`src/hw/aiot_defines.vh`:
```
`ifndef AIOT_DEFINES_VH
`define AIOT_DEFINES_VH
`define AIOT_NSEQ           4
`define AIOT_AW             12
`define AIOT_OFF_RIS        12'h004
`define AIOT_OFF_MASK       12'h008
`define AIOT_OFF_ISC        12'h00c
`define AIOT_OFF_OVF        12'h010
`define AIOT_OFF_TRIG       12'h014
`define AIOT_OFF_EVSTAT     12'h040
`define AIOT_OFF_EVMASK     12'h044
`define AIOT_SEQ_LSB        0
`define AIOT_SEQ_MSB        3
`define AIOT_TRIG_MSB       15
`define AIOT_FLD_W          4
`define AIOT_RST3           3'h0
`define AIOT_RST4           4'h0
`define AIOT_RST8           8'h00
`define AIOT_EV_MSB         7
`define AIOT_RST16          16'h0000
`define AIOT_RST32          32'h00000000
`define AIOT_TRG_CPU        4'h0
`define AIOT_TRG_CMP0       4'h1
`define AIOT_TRG_PIN        4'h4
`define AIOT_TRG_TIMER      4'h5
`define AIOT_TRG_PWM0       4'h6
`define AIOT_TRG_PWM1       4'h7
`define AIOT_TRG_PWM2       4'h8
`define AIOT_TRG_ALWAYS     4'hf
`define AIOT_EV_OVF_LSB     0
`define AIOT_EV_RAW_LSB     4
`endif

```
`src/hw/aiot_trig_decode.v`:
```
`timescale 1ns/1ps
`include "aiot_defines.vh"
// one sequencer's trigger multiplexer; all sequencers share this decode
module aiot_trig_decode (
  input  wire [3:0] sel,       // trigger field
  input  wire       cpu_req,   // processor request
  input  wire       cmp0_ev,   // comparator 0 event
  input  wire       pin_ev,    // external pin event (synchronised)
  input  wire       timer_ev,  // timer event
  input  wire [2:0] pwm_ev,    // pwm generator events
  output reg        start      // sample start request
);
  always @* begin
    case (sel)
      `AIOT_TRG_CPU:    start = cpu_req;
      `AIOT_TRG_CMP0:   start = cmp0_ev;
      `AIOT_TRG_PIN:    start = pin_ev;
      `AIOT_TRG_TIMER:  start = timer_ev;
      `AIOT_TRG_PWM0:   start = pwm_ev[0];
      `AIOT_TRG_PWM1:   start = pwm_ev[1];
      `AIOT_TRG_PWM2:   start = pwm_ev[2];
      `AIOT_TRG_ALWAYS: start = 1'b1;
      default:          start = 1'b0; // reserved codes never trigger
    endcase
  end
endmodule

```
`src/hw/aiot_regs.v`:
```
`timescale 1ns/1ps
`include "aiot_defines.vh"
module aiot_regs #(
  parameter NSEQ = `AIOT_NSEQ
) (
  input  wire                  clk_sys,      // 100 MHz clock
  input  wire                  rst,          // synchronous reset, active high
  input  wire [`AIOT_AW-1:0]   addr,         // byte address
  input  wire [31:0]           wdata,        // write data
  input  wire                  wr,           // write strobe
  input  wire                  rd,           // read strobe
  output reg  [31:0]           rdata,        // read data, cycle after rd
  input  wire [NSEQ-1:0]       conv_done,    // sample finished converting, pulse
  input  wire [NSEQ-1:0]       sample_irq_request, // finished sample asks for an interrupt
  input  wire [NSEQ-1:0]       fifo_full,    // result fifo full
  input  wire [NSEQ-1:0]       fifo_wr_req,  // result write request, pulse
  output wire [NSEQ-1:0]       fifo_wr_en,   // result write accepted
  input  wire                  cpu_req,      // processor sample request
  input  wire                  cmp0_ev,      // comparator 0 event
  input  wire                  pin_ev,       // external trigger pin, asynchronous
  input  wire                  timer_ev,     // timer event
  input  wire [2:0]            pwm_ev,       // pwm events
  output wire [NSEQ-1:0]       seq_start,    // per sequencer sample start
  output wire [NSEQ-1:0]       seq_irq,      // per sequencer level interrupt
  output wire                  irq           // summary event interrupt
);
  reg  [NSEQ-1:0]   irq_forward_enable_q;
  reg  [NSEQ-1:0]   raw_interrupt_status_q;
  reg  [NSEQ-1:0]   fifo_overflow_status_q;
  reg  [4*NSEQ-1:0] trigger_source_select_q;
  reg  [2*NSEQ-1:0] ev_stat_q;
  reg  [2*NSEQ-1:0] ev_mask_q;
  reg  [2:0]        pin_sync_q;
  reg               pin_lvl_q;
  wire [NSEQ-1:0]   masked_irq_status;
  wire [NSEQ-1:0]   raw_set;
  wire [NSEQ-1:0]   ovf_set;
  wire              wr_mask;
  wire              wr_isc;
  wire              wr_ovf;
  wire              wr_trig;
  wire              wr_evst;
  wire              wr_evmk;
  reg  [31:0]       rdata_d;

  assign wr_mask = wr && (addr == `AIOT_OFF_MASK);
  assign wr_isc  = wr && (addr == `AIOT_OFF_ISC);
  assign wr_ovf  = wr && (addr == `AIOT_OFF_OVF);
  assign wr_trig = wr && (addr == `AIOT_OFF_TRIG);
  assign wr_evst = wr && (addr == `AIOT_OFF_EVSTAT);
  assign wr_evmk = wr && (addr == `AIOT_OFF_EVMASK);

  assign raw_set           = conv_done & sample_irq_request;
  assign ovf_set           = fifo_wr_req & fifo_full;
  assign fifo_wr_en        = fifo_wr_req & ~fifo_full;
  assign masked_irq_status = raw_interrupt_status_q & irq_forward_enable_q;
  assign seq_irq           = masked_irq_status;
  assign irq               = |(ev_stat_q & ev_mask_q);

  // pin crosses in; a change counts once stages two and three agree
  always @(posedge clk_sys) begin
    if (rst) begin
      pin_sync_q <= `AIOT_RST3;
      pin_lvl_q  <= 1'b0;
    end else begin
      pin_sync_q <= {pin_sync_q[1:0], pin_ev};
      if (pin_sync_q[1] == pin_sync_q[2])
        pin_lvl_q <= pin_sync_q[2];
    end
  end

  genvar g;
  generate
    for (g = 0; g < NSEQ; g = g + 1) begin : g_seq
      aiot_trig_decode u_dec (
        .sel      (trigger_source_select_q[4*g+3:4*g]),
        .cpu_req  (cpu_req),
        .cmp0_ev  (cmp0_ev),
        .pin_ev   (pin_lvl_q),
        .timer_ev (timer_ev),
        .pwm_ev   (pwm_ev),
        .start    (seq_start[g])
      );
    end
  endgenerate

  always @(posedge clk_sys) begin
    if (rst) begin
      irq_forward_enable_q    <= `AIOT_RST4;
      raw_interrupt_status_q  <= `AIOT_RST4;
      fifo_overflow_status_q  <= `AIOT_RST4;
      trigger_source_select_q <= `AIOT_RST16;
      ev_stat_q               <= `AIOT_RST8;
      ev_mask_q               <= `AIOT_RST8;
    end else begin
      if (wr_mask)
        irq_forward_enable_q <= wdata[`AIOT_SEQ_MSB:`AIOT_SEQ_LSB];
      if (wr_trig)
        trigger_source_select_q <= wdata[`AIOT_TRIG_MSB:0];
      // clear by write-one, set wins over clear
      raw_interrupt_status_q <= (raw_interrupt_status_q
        & ~(wr_isc ? wdata[`AIOT_SEQ_MSB:`AIOT_SEQ_LSB] : 4'h0)) | raw_set;
      fifo_overflow_status_q <= (fifo_overflow_status_q
        & ~(wr_ovf ? wdata[`AIOT_SEQ_MSB:`AIOT_SEQ_LSB] : 4'h0)) | ovf_set;
      ev_stat_q <= (ev_stat_q & ~(wr_evst ? wdata[`AIOT_EV_MSB:0] : `AIOT_RST8)) | {raw_set, ovf_set};
      if (wr_evmk)
        ev_mask_q <= wdata[`AIOT_EV_MSB:0];
    end
  end

  always @* begin
    rdata_d = `AIOT_RST32; // unmapped and reserved bits read zero
    case (addr)
      `AIOT_OFF_RIS:    rdata_d[`AIOT_SEQ_MSB:0] = raw_interrupt_status_q;
      `AIOT_OFF_MASK:   rdata_d[`AIOT_SEQ_MSB:0] = irq_forward_enable_q;
      `AIOT_OFF_ISC:    rdata_d[`AIOT_SEQ_MSB:0] = masked_irq_status;
      `AIOT_OFF_OVF:    rdata_d[`AIOT_SEQ_MSB:0] = fifo_overflow_status_q;
      `AIOT_OFF_TRIG:   rdata_d[`AIOT_TRIG_MSB:0] = trigger_source_select_q;
      `AIOT_OFF_EVSTAT: rdata_d[`AIOT_EV_MSB:0] = ev_stat_q;
      `AIOT_OFF_EVMASK: rdata_d[`AIOT_EV_MSB:0] = ev_mask_q;
      default:          rdata_d = `AIOT_RST32;
    endcase
  end

  always @(posedge clk_sys) begin
    if (rst)
      rdata <= `AIOT_RST32;
    else if (rd)
      rdata <= rdata_d;
    else
      rdata <= `AIOT_RST32;
  end
endmodule

```
`config.mk`:
```
export PLATFORM = sky130hd
export DESIGN_NAME = aiot_regs
export DESIGN_NICKNAME = d
export VERILOG_FILES = /design/src/hw/aiot_trig_decode.v /design/src/hw/aiot_regs.v
export VERILOG_INCLUDE_DIRS = /design/src /design/src/hw
export SDC_FILE = /design/constraint.sdc
export NUM_CORES = 1
export LEC_CHECK = 0
export ABC_CLOCK_PERIOD_IN_PS = 1600
export BUFFER_PORTS_ARGS = -buffer_cell sky130_fd_sc_hd__buf_2
export CAP_MARGIN = 20
export CORE_MARGIN = 2
export CORE_UTILIZATION = 25
export CTS_CLUSTER_SIZE = 30
export DETAILED_ROUTE_END_ITERATION = 16
export PLACE_DENSITY = 0.43
export SYNTH_ARGS = -nofsm -noshare
export SYNTH_HDL_FRONTEND = slang
export SYNTH_SLANG_ARGS = --single-unit
```
`constraint.sdc`:
```
create_clock -name clk_sys -period 1.6 [get_ports clk_sys]
set_input_delay 0.24 -clock clk_sys [delete_from_list [all_inputs] [get_ports clk_sys]]
set_output_delay 0.24 -clock clk_sys [all_outputs]
set_load 0.005 [all_outputs]
```
==> results of run 1 <==
report_power, final:
| part | total, mW | internal, mW | switching (mW) |
|---|---|---|---|
| registers | 1.64 | 1.61 | 0.0278 |
| clock network | 2.19 | 1.49 | 0.693 |
| logic | 0.348 | 0.160 | 0.188 |
| total | 4.17 | 3.26 | 0.909 |
critical path, delay by kind of cell, from the launching register on:
| family | cells | cell delay [ns] |
|---|---|---|
| and+or+nand+nor | 1 | 0.07 |
| muxes | 1 | 0.11 |
| buffers and inverters | 1 | 0.16 |
| AOI/OAI and AO/OA | 2 | 0.36 |
| DFF | 1 | 0.36 |
sequential cells by signal, summed over array words and instances (netlist names):
signal                   flops
raw_interrupt_status_q       4
ev_mask_q                    8
pin_lvl_q                    1
rdata                       16
fifo_overflow_status_q       4
irq_forward_enable_q         4
trigger_source_select_q     16
pin_sync_q                   3
ev_stat_q                    8
metrics by stage:
stage / utilization / std cells / power [mW] / setup slack [ns]
finish: 0.347 / 659 / 4.17 / -0.0312
global route: 0.347 / 659 / 4.35 / -0.146
detailed placement: 0.314 / 640 / 2.03 / -0.109
CTS: 0.345 / 659 / 4.22 / -0.0179
global placement: 0.314 / 640 / 2.02 / -0.0967
floorplan: - / 396 / 1.88 / 0.0551
logic make-up after synthesis:
family / share of synthesized area
flops: 0.388
mux: 0.0686
simple gates: 0.244
other cells: 0.00114
buf+inv: 0.0723
compound gates: 0.226
path summary, 6_finish.rpt:
path         slack, ns  cells past startpoint                        to
max reg2reg       0.32                      4       rdata[2]$_SDFF_PP0_
min reg2reg       0.45                      1  pin_sync_q[1]$_SDFF_PP0_
min               0.12                      2   ev_stat_q[5]$_SDFF_PP0_
max              -0.03                      5              seq_start[1]
area by class of cell:
cell class / instances / share of cell area
inverters: 1 / 0.000846
flip-flops and latches: 64 / 0.298
repair buffers: 113 / 0.156
clock inverters: 2 / 0.0135
well taps: 172 / 0.0485
multi-input cells: 293 / 0.422
clock buffers: 14 / 0.0618
routing by layer:
layer | vias up | routed length (um) | GRT usage
met5 | - | 0 | 0
met4 | 0 | 193 | 0.0685
met3 | 11 | 634 | 0.0230
met2 | 94 | 4780 | 0.227
met1 | 1449 | 4550 | 0.194
li1 | 1549 | - | -
cells in the final DEF (no fill, tap or decap), drive strengths merged, types with 4 or more instances in the layout:
| master | netlist | routed |
|---|---|---|
| nor2b | 27 | 27 |
| a22o | 5 | 5 |
| mux2 | 5 | 5 |
| and3 | 4 | 4 |
| nand3 | 4 | 4 |
| a21oi | 30 | 30 |
| o22ai | 4 | 4 |
| a211oi | 4 | 4 |
| nand2b | 31 | 31 |
| clkbuf | 13 | 14 |
| a32oi | 6 | 6 |
| dfxtp | 64 | 64 |
| o21ai | 38 | 38 |
| nand2 | 11 | 11 |
| conb | 1 | 16 |
| a311oi | 16 | 16 |
| buf | 25 | 113 |
| nand3b | 6 | 6 |
| a21boi | 4 | 4 |
| and2 | 14 | 14 |
| mux2i | 17 | 17 |
| a22oi | 8 | 8 |
| nor2 | 27 | 27 |
repair_timing:
item,4_1_cts,5_1_grt
setup endpoints to repair,4,4
buffers inserted,3,0
gates resized for setup,28,11
pin swaps,7,6
gates cloned,0,0
==> flow_summary_export.csv, run 1 <==
group,metric,value,unit
worst_hold_path,holdCritPathClass,"in2reg",
floorplanning,initial_core_util,0.259,
global_route,grt_pass1_vias,2965,
yosys,synth_top_area_cell,"dfxtp_1",
sta,setup_viol,1,
clocking,postCtsHoldBufs,0,
detailed_routing,avgViaCountPerCell,4.71,
detailed_routing,ant_nets,0,
setup_path,critical_path_class,"reg2out",
yosys,synth_most_common_cell,"dfxtp_1",
sta,finalCritPeriodShare,1.02,
setup_path,crit_start,"trigger_source_select_q[7]$_SDFFE_PP0P_",
setup_path,r2r-start,"irq_forward_enable_q[2]$_SDFFE_PP0P_",
setup_path,max_stage_delay,0.36,ns
power_and_ir_drop,vdd_drop_max,483,uV
clocking,path_clk_slew,0.06,ns
floorplanning,die-area,0.0141,mm^2
sta,fin_tns_setup,-0.0312,ns
placement,numPortBuffers,83,
cells_and_area,nFillCells,1343,
detailed_routing,wl_per_cell,15.4,um
clocking,clock-sinks,64,
setup_path,critPathArrivalTime,1.39,ns
power_and_ir_drop,power_leakage,1.83,nW
sta,fin_crit,1.63,ns
global_route,grt_max_degree,65,
sta,holdWs,0.117,ns
yosys,synth_edf_count,0,
sta,setup_slack,-0.0312,ns
setup_path,crit_chain,"mux2i_1 -> o21ai_1 -> nor2_1 -> a211oi_2 -> buf_2",
detailed_routing,vias,3103,
floorplanning,core,0.0128,mm^2
flow_run,maxCapViolations,0,
floorplanning,rows,41,
worst_hold_path,worstHoldStart,"wdata[5]",
floorplanning,io-pin-count,116,
floorplanning,die_height,119,um
power_and_ir_drop,powerDensity,940,mW/mm^2
cells_and_area,seq_area,0.00132,mm^2
clocking,numCtsBuffers,9,
outcome,violations,"negative setup slack",
clocking,cts_tree,"built",
cells_and_area,drive_above_1_share,0.329,
sta,hold_violations,0,
setup_path,end_kind,"primary output",
cells_and_area,syn2layout_area_growth,34.3,%
yosys,synth_top_area_share,0.388,
clocking,clock_latency,0.33,ns
yosys,syn_area,0.00330,mm^2
cells_and_area,stdcell_area,0.00444,mm^2
detailed_routing,drt_iter0_drc,170,
sta,report.final.slew_viol_count,0,
yosys,synthTopCellsByCount,"64 x dfxtp_1, 31 x nand2b_1, 30 x a21oi_1",
detailed_routing,wirelength,10.2,mm
setup_path,critPathLaunchType,"flip-flop",
cells_and_area,layout.nets,553,
yosys,synthCells,381,
yosys,ys_types,43,
yosys,asyncSetResetFlopFracSynth,0,
cells_and_area,multi_input_area,0.00187,mm^2
clocking,root_buffer,"clkbuf_16",
sta,fin_skew,0.00529,ns
global_route,grt_overflow,0,
global_route,antenna_found_initial,0,
yosys,seq_area_frac_synth,0.388,
yosys,ys_warn_count,0,
setup_path,worst_path_max_delay_cell,"dfxtp_4",
detailed_routing,drc_errors,0,
floorplanning,die_x,119,um
clocking,cts_max_path_buffers,2,
yosys,synthTopCellsByArea,"dfxtp_1 39%, nand2b_1 5.9%, mux2i_1 5.2%, nor2b_1 5.1%, a21oi_1 4.5%",
detailed_routing,firstDrtPassIters,4,
setup_path,required,1.36,ns
cells_and_area,num_antenna_cells,0,
placement,gp_congestion,0.820,
global_route,grt_first_pass_wirelength,15.8,mm
sta,fmax,613,MHz
clocking,htreeDepth,3,
sta,rsz0062_at_grt,"true",
outcome,run_status,"finished, violations left",
placement,dp_hpwl,7.65,mm
setup_path,path_max_fanout,6,
placement,placed_area,0.00401,mm^2
yosys,synth-seq-cells,64,
global_route,grtUsageTotal,0.145,
yosys,avgSynthCellArea,8.67,um^2
yosys,synth-main-ff-cell,"dfxtp_1",
(Power assumes the default switching activity.)
==> inputs of run 2 (changes only) <==
--- a/config.mk
+++ b/config.mk
@@ -9,11 +9,13 @@
 export ABC_CLOCK_PERIOD_IN_PS = 1600
 export BUFFER_PORTS_ARGS = -buffer_cell sky130_fd_sc_hd__buf_2
 export CAP_MARGIN = 20
+export CELL_PAD_IN_SITES_DETAIL_PLACEMENT = 0
+export CELL_PAD_IN_SITES_GLOBAL_PLACEMENT = 1
 export CORE_MARGIN = 2
 export CORE_UTILIZATION = 25
 export CTS_CLUSTER_SIZE = 30
 export DETAILED_ROUTE_END_ITERATION = 16
-export PLACE_DENSITY = 0.43
+export PLACE_DENSITY = 0.57
 export SYNTH_ARGS = -nofsm -noshare
 export SYNTH_HDL_FRONTEND = slang
 export SYNTH_SLANG_ARGS = --single-unit
==> flow_summary_export.csv, run 2 (synthesis results as in run 1) <==
group,metric,value,unit
cells_and_area,layout.nets,557,
detailed_routing,wirelength,10.2,mm
sta,slew_headroom,0.597,
sta,fin_crit,1.57,ns
cells_and_area,num_antenna_cells,0,
setup_path,critPathLaunchType,"flip-flop",
clocking,path_clk_slew,0.05,ns
detailed_routing,avgViaCountPerCell,4.71,
cells_and_area,reg_top3,"rdata: 16 flops, trigger_source_select_q: 16 flops",
floorplanning,die_x,119,um
cells_and_area,final-instance-count-excl-fill,662,
detailed_routing,firstDrtPassIters,4,
global_route,grt_first_pass_wirelength,15.9,mm
setup_path,critPathArrivalTime,1.33,ns
sta,worst_slew_pin_slew,0.604,ns
floorplanning,initial_core_util,0.259,
sta,fin_skew,0.00565,ns
clocking,cts_max_path_buffers,2,
sta,hold_violations,0,
sta,holdWs,0.120,ns
detailed_routing,wl_per_cell,15.4,um
global_route,grt_max_degree,65,
setup_path,r2r_setup_slack,0.28,ns
worst_hold_path,worstHoldStart,"wdata[7]",
clocking,clock_latency,0.33,ns
placement,numPortBuffers,83,
sta,report.final.slew_viol_count,0,
detailed_routing,ant_nets,0,
placement,gp_congestion,0.806,
worst_hold_path,holdCritPathClass,"in2reg",
global_route,grtUsageTotal,0.145,
cells_and_area,nFillCells,1348,
floorplanning,io-pin-count,116,
sta,finalCritPeriodShare,0.981,
power_and_ir_drop,vdd_drop_max,392,uV
cells_and_area,seq_area,0.00132,mm^2
global_route,antenna_found_initial,0,
clocking,postCtsHoldBufs,0,
setup_path,ff2ff_path_depth,4,
clocking,cts_tree,"built",
cells_and_area,drive_above_1_share,0.329,
setup_path,crit_start,"trigger_source_select_q[15]$_SDFFE_PP0P_",
power_and_ir_drop,seqPwrFrac,0.418,
power_and_ir_drop,combPwrFrac,0.089,
setup_path,path_max_fanout,7,
power_and_ir_drop,total_power,3.92,mW
cells_and_area,layout_common_cells,"83 x buf_2, 51 x dfxtp_1, 33 x buf_4",
placement,dp_hpwl,7.60,mm
floorplanning,die-area,0.0141,mm^2
power_and_ir_drop,powerDensity,897,mW/mm^2
power_and_ir_drop,p_sw_frac,0.235,
clocking,htreeDepth,3,
detailed_routing,drc_errors,0,
cells_and_area,syn2layout_area_growth,32.4,%
power_and_ir_drop,switchingPower,0.922,mW
placement,dp.cells,645,
setup_path,required,1.36,ns
cells_and_area,multi_input_area,0.00187,mm^2
power_and_ir_drop,power_leakage,1.81,nW
detailed_routing,vias,3115,
global_route,grt_pass1_vias,3046,
floorplanning,die_height,119,um
outcome,run_status,"finished clean",
floorplanning,rows,41,
setup_path,r2r-start,"irq_forward_enable_q[2]$_SDFFE_PP0P_",
setup_path,setup.worst_path.end,"seq_start[3]",
setup_path,critical_path_class,"reg2out",
global_route,grt_overflow,0,
detailed_routing,drt_iter0_drc,144,
clocking,root_buffer,"clkbuf_16",
setup_path,end_kind,"primary output",
flow_run,maxCapViolations,0,
sta,setup_viol,0,
power_and_ir_drop,internal_power,3.00,mW
floorplanning,core,0.0128,mm^2
clocking,clock-sinks,64,
power_and_ir_drop,p_clk_frac,0.493,
cells_and_area,final_common_cell,"buf_2",
sta,fmax,637,MHz
sta,rsz0062_at_grt,"true",
setup_path,reg2reg_to,"rdata[2]$_SDFF_PP0_",
worst_hold_path,hold_path_depth,2,
clocking,numCtsBuffers,9,
run 2: changes by cell type in the layout (fill, tap and decap cells not counted), sizes merged:
cell / previous run / this run
clkinv: 0 / 3
bufinv: 2 / 1
buf: 113 / 117
clkbuf: 14 / 11
run 2: worst max-delay path: stages, from the launching register on:
cell,delay (ns)
dfxtp_4,0.36
mux2i_1,0.12
o21ai_1,0.12
nor2_1,0.06
a211oi_2,0.20
buf_2,0.14
run 2: cell type report:
| class | count | share of cell area |
|---|---|---|
| timing repair buffer | 117 | 0.156 |
| clock buffer | 11 | 0.0555 |
| multi-input combinational | 293 | 0.427 |
| inverter | 1 | 0.000858 |
| clock inverter | 4 | 0.0103 |
| tap | 172 | 0.0492 |
| sequential | 64 | 0.301 |
run 2: how the worst min path moves through the flow:
stage | to | slack (ns)
floorplan | ev_stat_q[0]$_SDFF_PP0_ | 0.35
global placement | pin_sync_q[1]$_SDFF_PP0_ | 0.43
detailed placement | pin_sync_q[1]$_SDFF_PP0_ | 0.43
CTS | ev_stat_q[7]$_SDFF_PP0_ | 0.11
global route | ev_stat_q[7]$_SDFF_PP0_ | 0.13
finish | ev_stat_q[7]$_SDFF_PP0_ | 0.12
run 2: repair_timing:
action                                  in CTS  in global routing
pin swaps                                    6                  6
resized for setup                           26                 10
buffers inserted                             2                  0
hold endpoints to repair                     0                  0
cloned                                       0                  0
endpoints found under the setup margin       4                  4
run 2: power groups by stage:
| stage | Combinational (mW) | Clock [mW] | Sequential, mW |
|---|---|---|---|
| 2_1_floorplan | 0.201 | 0 | 1.67 |
| 3_3_place_gp | 0.336 | 0 | 1.69 |
| 3_5_place_dp | 0.343 | 0 | 1.69 |
| 4_1_cts | 0.346 | 1.98 | 1.64 |
| 5_1_grt | 0.384 | 2.04 | 1.64 |
| 6_report | 0.348 | 1.94 | 1.64 |
run 2: through the flow:
stage	util	instance area (um^2)	TNS, ns	setup slack (ns)
floorplan	-	3360	0	0.0551
global placement	0.314	4010	-5.12	-0.197
detailed placement	0.314	4010	-4.71	-0.168
CTS	0.341	4350	0	0.000826
global route	0.342	4370	-0.235	-0.0923
finish	0.342	4370	0	0.0299
run 2: routing by layer:
| metal | vias up | global-route usage | wire length (um) |
|---|---|---|---|
| li1 | 1553 | - | - |
| met1 | 1466 | 0.183 | 4640 |
| met2 | 79 | 0.239 | 4860 |
| met3 | 17 | 0.0235 | 429 |
| met4 | 0 | 0.0714 | 225 |
| met5 | - | 0 | 0 |
==> inputs of run 3 (changes only) <==
--- a/config.mk
+++ b/config.mk
@@ -15,7 +15,7 @@
 export CORE_UTILIZATION = 25
 export CTS_CLUSTER_SIZE = 30
 export DETAILED_ROUTE_END_ITERATION = 16
-export PLACE_DENSITY = 0.57
+export PLACE_DENSITY = 0.64
 export SYNTH_ARGS = -nofsm -noshare
 export SYNTH_HDL_FRONTEND = slang
 export SYNTH_SLANG_ARGS = --single-unit
==> flow_summary_export.csv, run 3 (synthesis results as in run 1) <==
group,metric,value,unit
placement,numPortBuffers,83,
detailed_routing,firstDrtPassIters,4,
detailed_routing,vias,3141,
setup_path,critPathArrivalTime,1.38,ns
cells_and_area,syn2layout_area_growth,34.5,%
floorplanning,rows,41,
setup_path,critPathLaunchType,"flip-flop",
sta,finalCritPeriodShare,1.01,
power_and_ir_drop,power_leakage,1.85,nW
outcome,run_status,"finished, violations left",
clocking,root_buffer,"clkbuf_16",
global_route,antenna_found_initial,0,
setup_path,r2r_setup_slack,0.33,ns
power_and_ir_drop,internal_power,3.04,mW
clocking,cts_tree,"built",
cells_and_area,nFillCells,1337,
detailed_routing,drc_errors,0,
global_route,grt_overflow,0,
clocking,postCtsHoldBufs,0,
global_route,grt_first_pass_wirelength,15.8,mm
clocking,cts_max_path_buffers,2,
cells_and_area,seq_area,0.00132,mm^2
clocking,clock_latency,0.34,ns
floorplanning,die_height,119,um
placement,gp_congestion,0.858,
sta,holdWs,0.126,ns
global_route,grt_pass1_vias,3142,
power_and_ir_drop,seqPwrFrac,0.414,
power_and_ir_drop,p_sw_frac,0.231,
setup_path,end_kind,"primary output",
outcome,violations,"negative setup slack",
sta,fin_skew,0.00574,ns
placement,dp_hpwl,7.51,mm
floorplanning,die_x,119,um
sta,setup_slack,-0.0188,ns
clocking,numCtsBuffers,9,
sta,fin_crit,1.62,ns
cells_and_area,final_common_cell,"buf_2",
sta,worst_slew_pin_slew,0.609,ns
power_and_ir_drop,vdd_drop_max,496,uV
clocking,path_clk_slew,0.05,ns
setup_path,path_max_fanout,6,
floorplanning,io-pin-count,116,
power_and_ir_drop,combPwrFrac,0.088,
worst_hold_path,holdCritPathClass,"in2reg",
detailed_routing,avgViaCountPerCell,4.72,
setup_path,crit_chain,"mux2i_1 -> o21ai_1 -> nor2_1 -> a211oi_2 -> buf_2",
sta,fin_tns_setup,-0.0188,ns
sta,setup_viol,1,
setup_path,worst_path_max_delay_cell,"dfxtp_4",
sta,fmax,618,MHz
power_and_ir_drop,switchingPower,0.916,mW
cells_and_area,layout.nets,562,
cells_and_area,layout_common_cells,"83 x buf_2, 51 x dfxtp_1, 36 x buf_4",
power_and_ir_drop,p_clk_frac,0.498,
sta,slew_headroom,0.594,
global_route,grtUsageTotal,0.142,
setup_path,max_stage_delay,0.36,ns
sta,hold_violations,0,
sta,rsz0062_at_grt,"true",
global_route,grt_max_degree,65,
cells_and_area,multi_input_area,0.00187,mm^2
power_and_ir_drop,powerDensity,891,mW/mm^2
detailed_routing,wirelength,9.91,mm
cells_and_area,reg_top3,"rdata: 16 flops, trigger_source_select_q: 16 flops",
flow_run,maxCapViolations,0,
setup_path,crit_family,"flip-flops",
cells_and_area,drive_above_1_share,0.336,
detailed_routing,ant_nets,0,
setup_path,required,1.36,ns
sta,report.final.slew_viol_count,0,
floorplanning,initial_core_util,0.259,
detailed_routing,wl_per_cell,14.9,um
clocking,htreeDepth,3,
setup_path,path_buf_inv,1,
setup_path,critical_path_class,"reg2out",
cells_and_area,num_antenna_cells,0,
floorplanning,core,0.0128,mm^2
detailed_routing,drt_iter0_drc,200,
floorplanning,die-area,0.0141,mm^2
clocking,clock-sinks,64,
-- run 3: power groups by stage --
stage	clock network [mW]	registers (mW)	logic (mW)
final	1.97	1.64	0.349
after global routing	2.06	1.64	0.388
after CTS	1.99	1.64	0.350
after detailed placement	0	1.69	0.346
after global placement	0	1.69	0.339
after floorplan	0	1.67	0.201
-- run 3: worst register-to-register path: stages (launching register included) --
cell and delay (ns):
dfxtp_1 0.34, nor2b_1 0.05, or4_1 0.47, a21o_1 0.19
a21oi_1 0.15
-- run 3: timing repair --
action / in CTS / in global routing
cloned: 0 / 0
buffers inserted: 2 / 2
gates resized for setup: 29 / 10
endpoints found under the setup margin: 4 / 4
pin swaps: 9 / 7
endpoints found under the hold margin: 0 / 0
-- run 3: cell type report --
| class | instances | share of cell area |
|---|---|---|
| clock buffer | 11 | 0.0569 |
| clock inverter | 3 | 0.00958 |
| inverter | 1 | 0.000845 |
| timing repair buffer | 122 | 0.166 |
| tap | 172 | 0.0485 |
| sequential | 64 | 0.298 |
| multi-input combinational | 293 | 0.421 |
-- run 3: through the flow --
step,std cells,worst slack [ns],total power [mW],util,instance area [um^2]
5_1_grt,666,-0.100,4.09,0.348,4440
3_5_place_dp,648,-0.165,2.03,0.316,4040
6_report,666,-0.0188,3.96,0.348,4440
3_3_place_gp,648,-0.179,2.03,0.316,4040
4_1_cts,664,0.00256,3.98,0.345,4400
2_1_floorplan,396,0.0551,1.88,-,3360
-- run 3: worst paths after layout --
| kind | startpoint | end | cells after the start |
|---|---|---|---|
| worst min-delay path | wdata[4] | ev_stat_q[4]$_SDFF_PP0_ | 2 |
| worst max register to register | irq_forward_enable_q[2]$_SDFFE_PP0P_ | rdata[2]$_SDFF_PP0_ | 4 |
| worst max-delay path | trigger_source_select_q[3]$_SDFFE_PP0P_ | seq_start[0] | 5 |
| worst min register to register | pin_sync_q[0]$_SDFF_PP0_ | pin_sync_q[1]$_SDFF_PP0_ | 1 |
-- run 3: metal layers --
metal / global-route usage / vias to the layer above / share of wire
met3: 0.0239 / 13 / 0.049
met5: 0 / - / 0
met4: 0.0677 / 0 / 0.022
met1: 0.189 / 1475 / 0.47
met2: 0.224 / 87 / 0.46
li1: - / 1566 / -
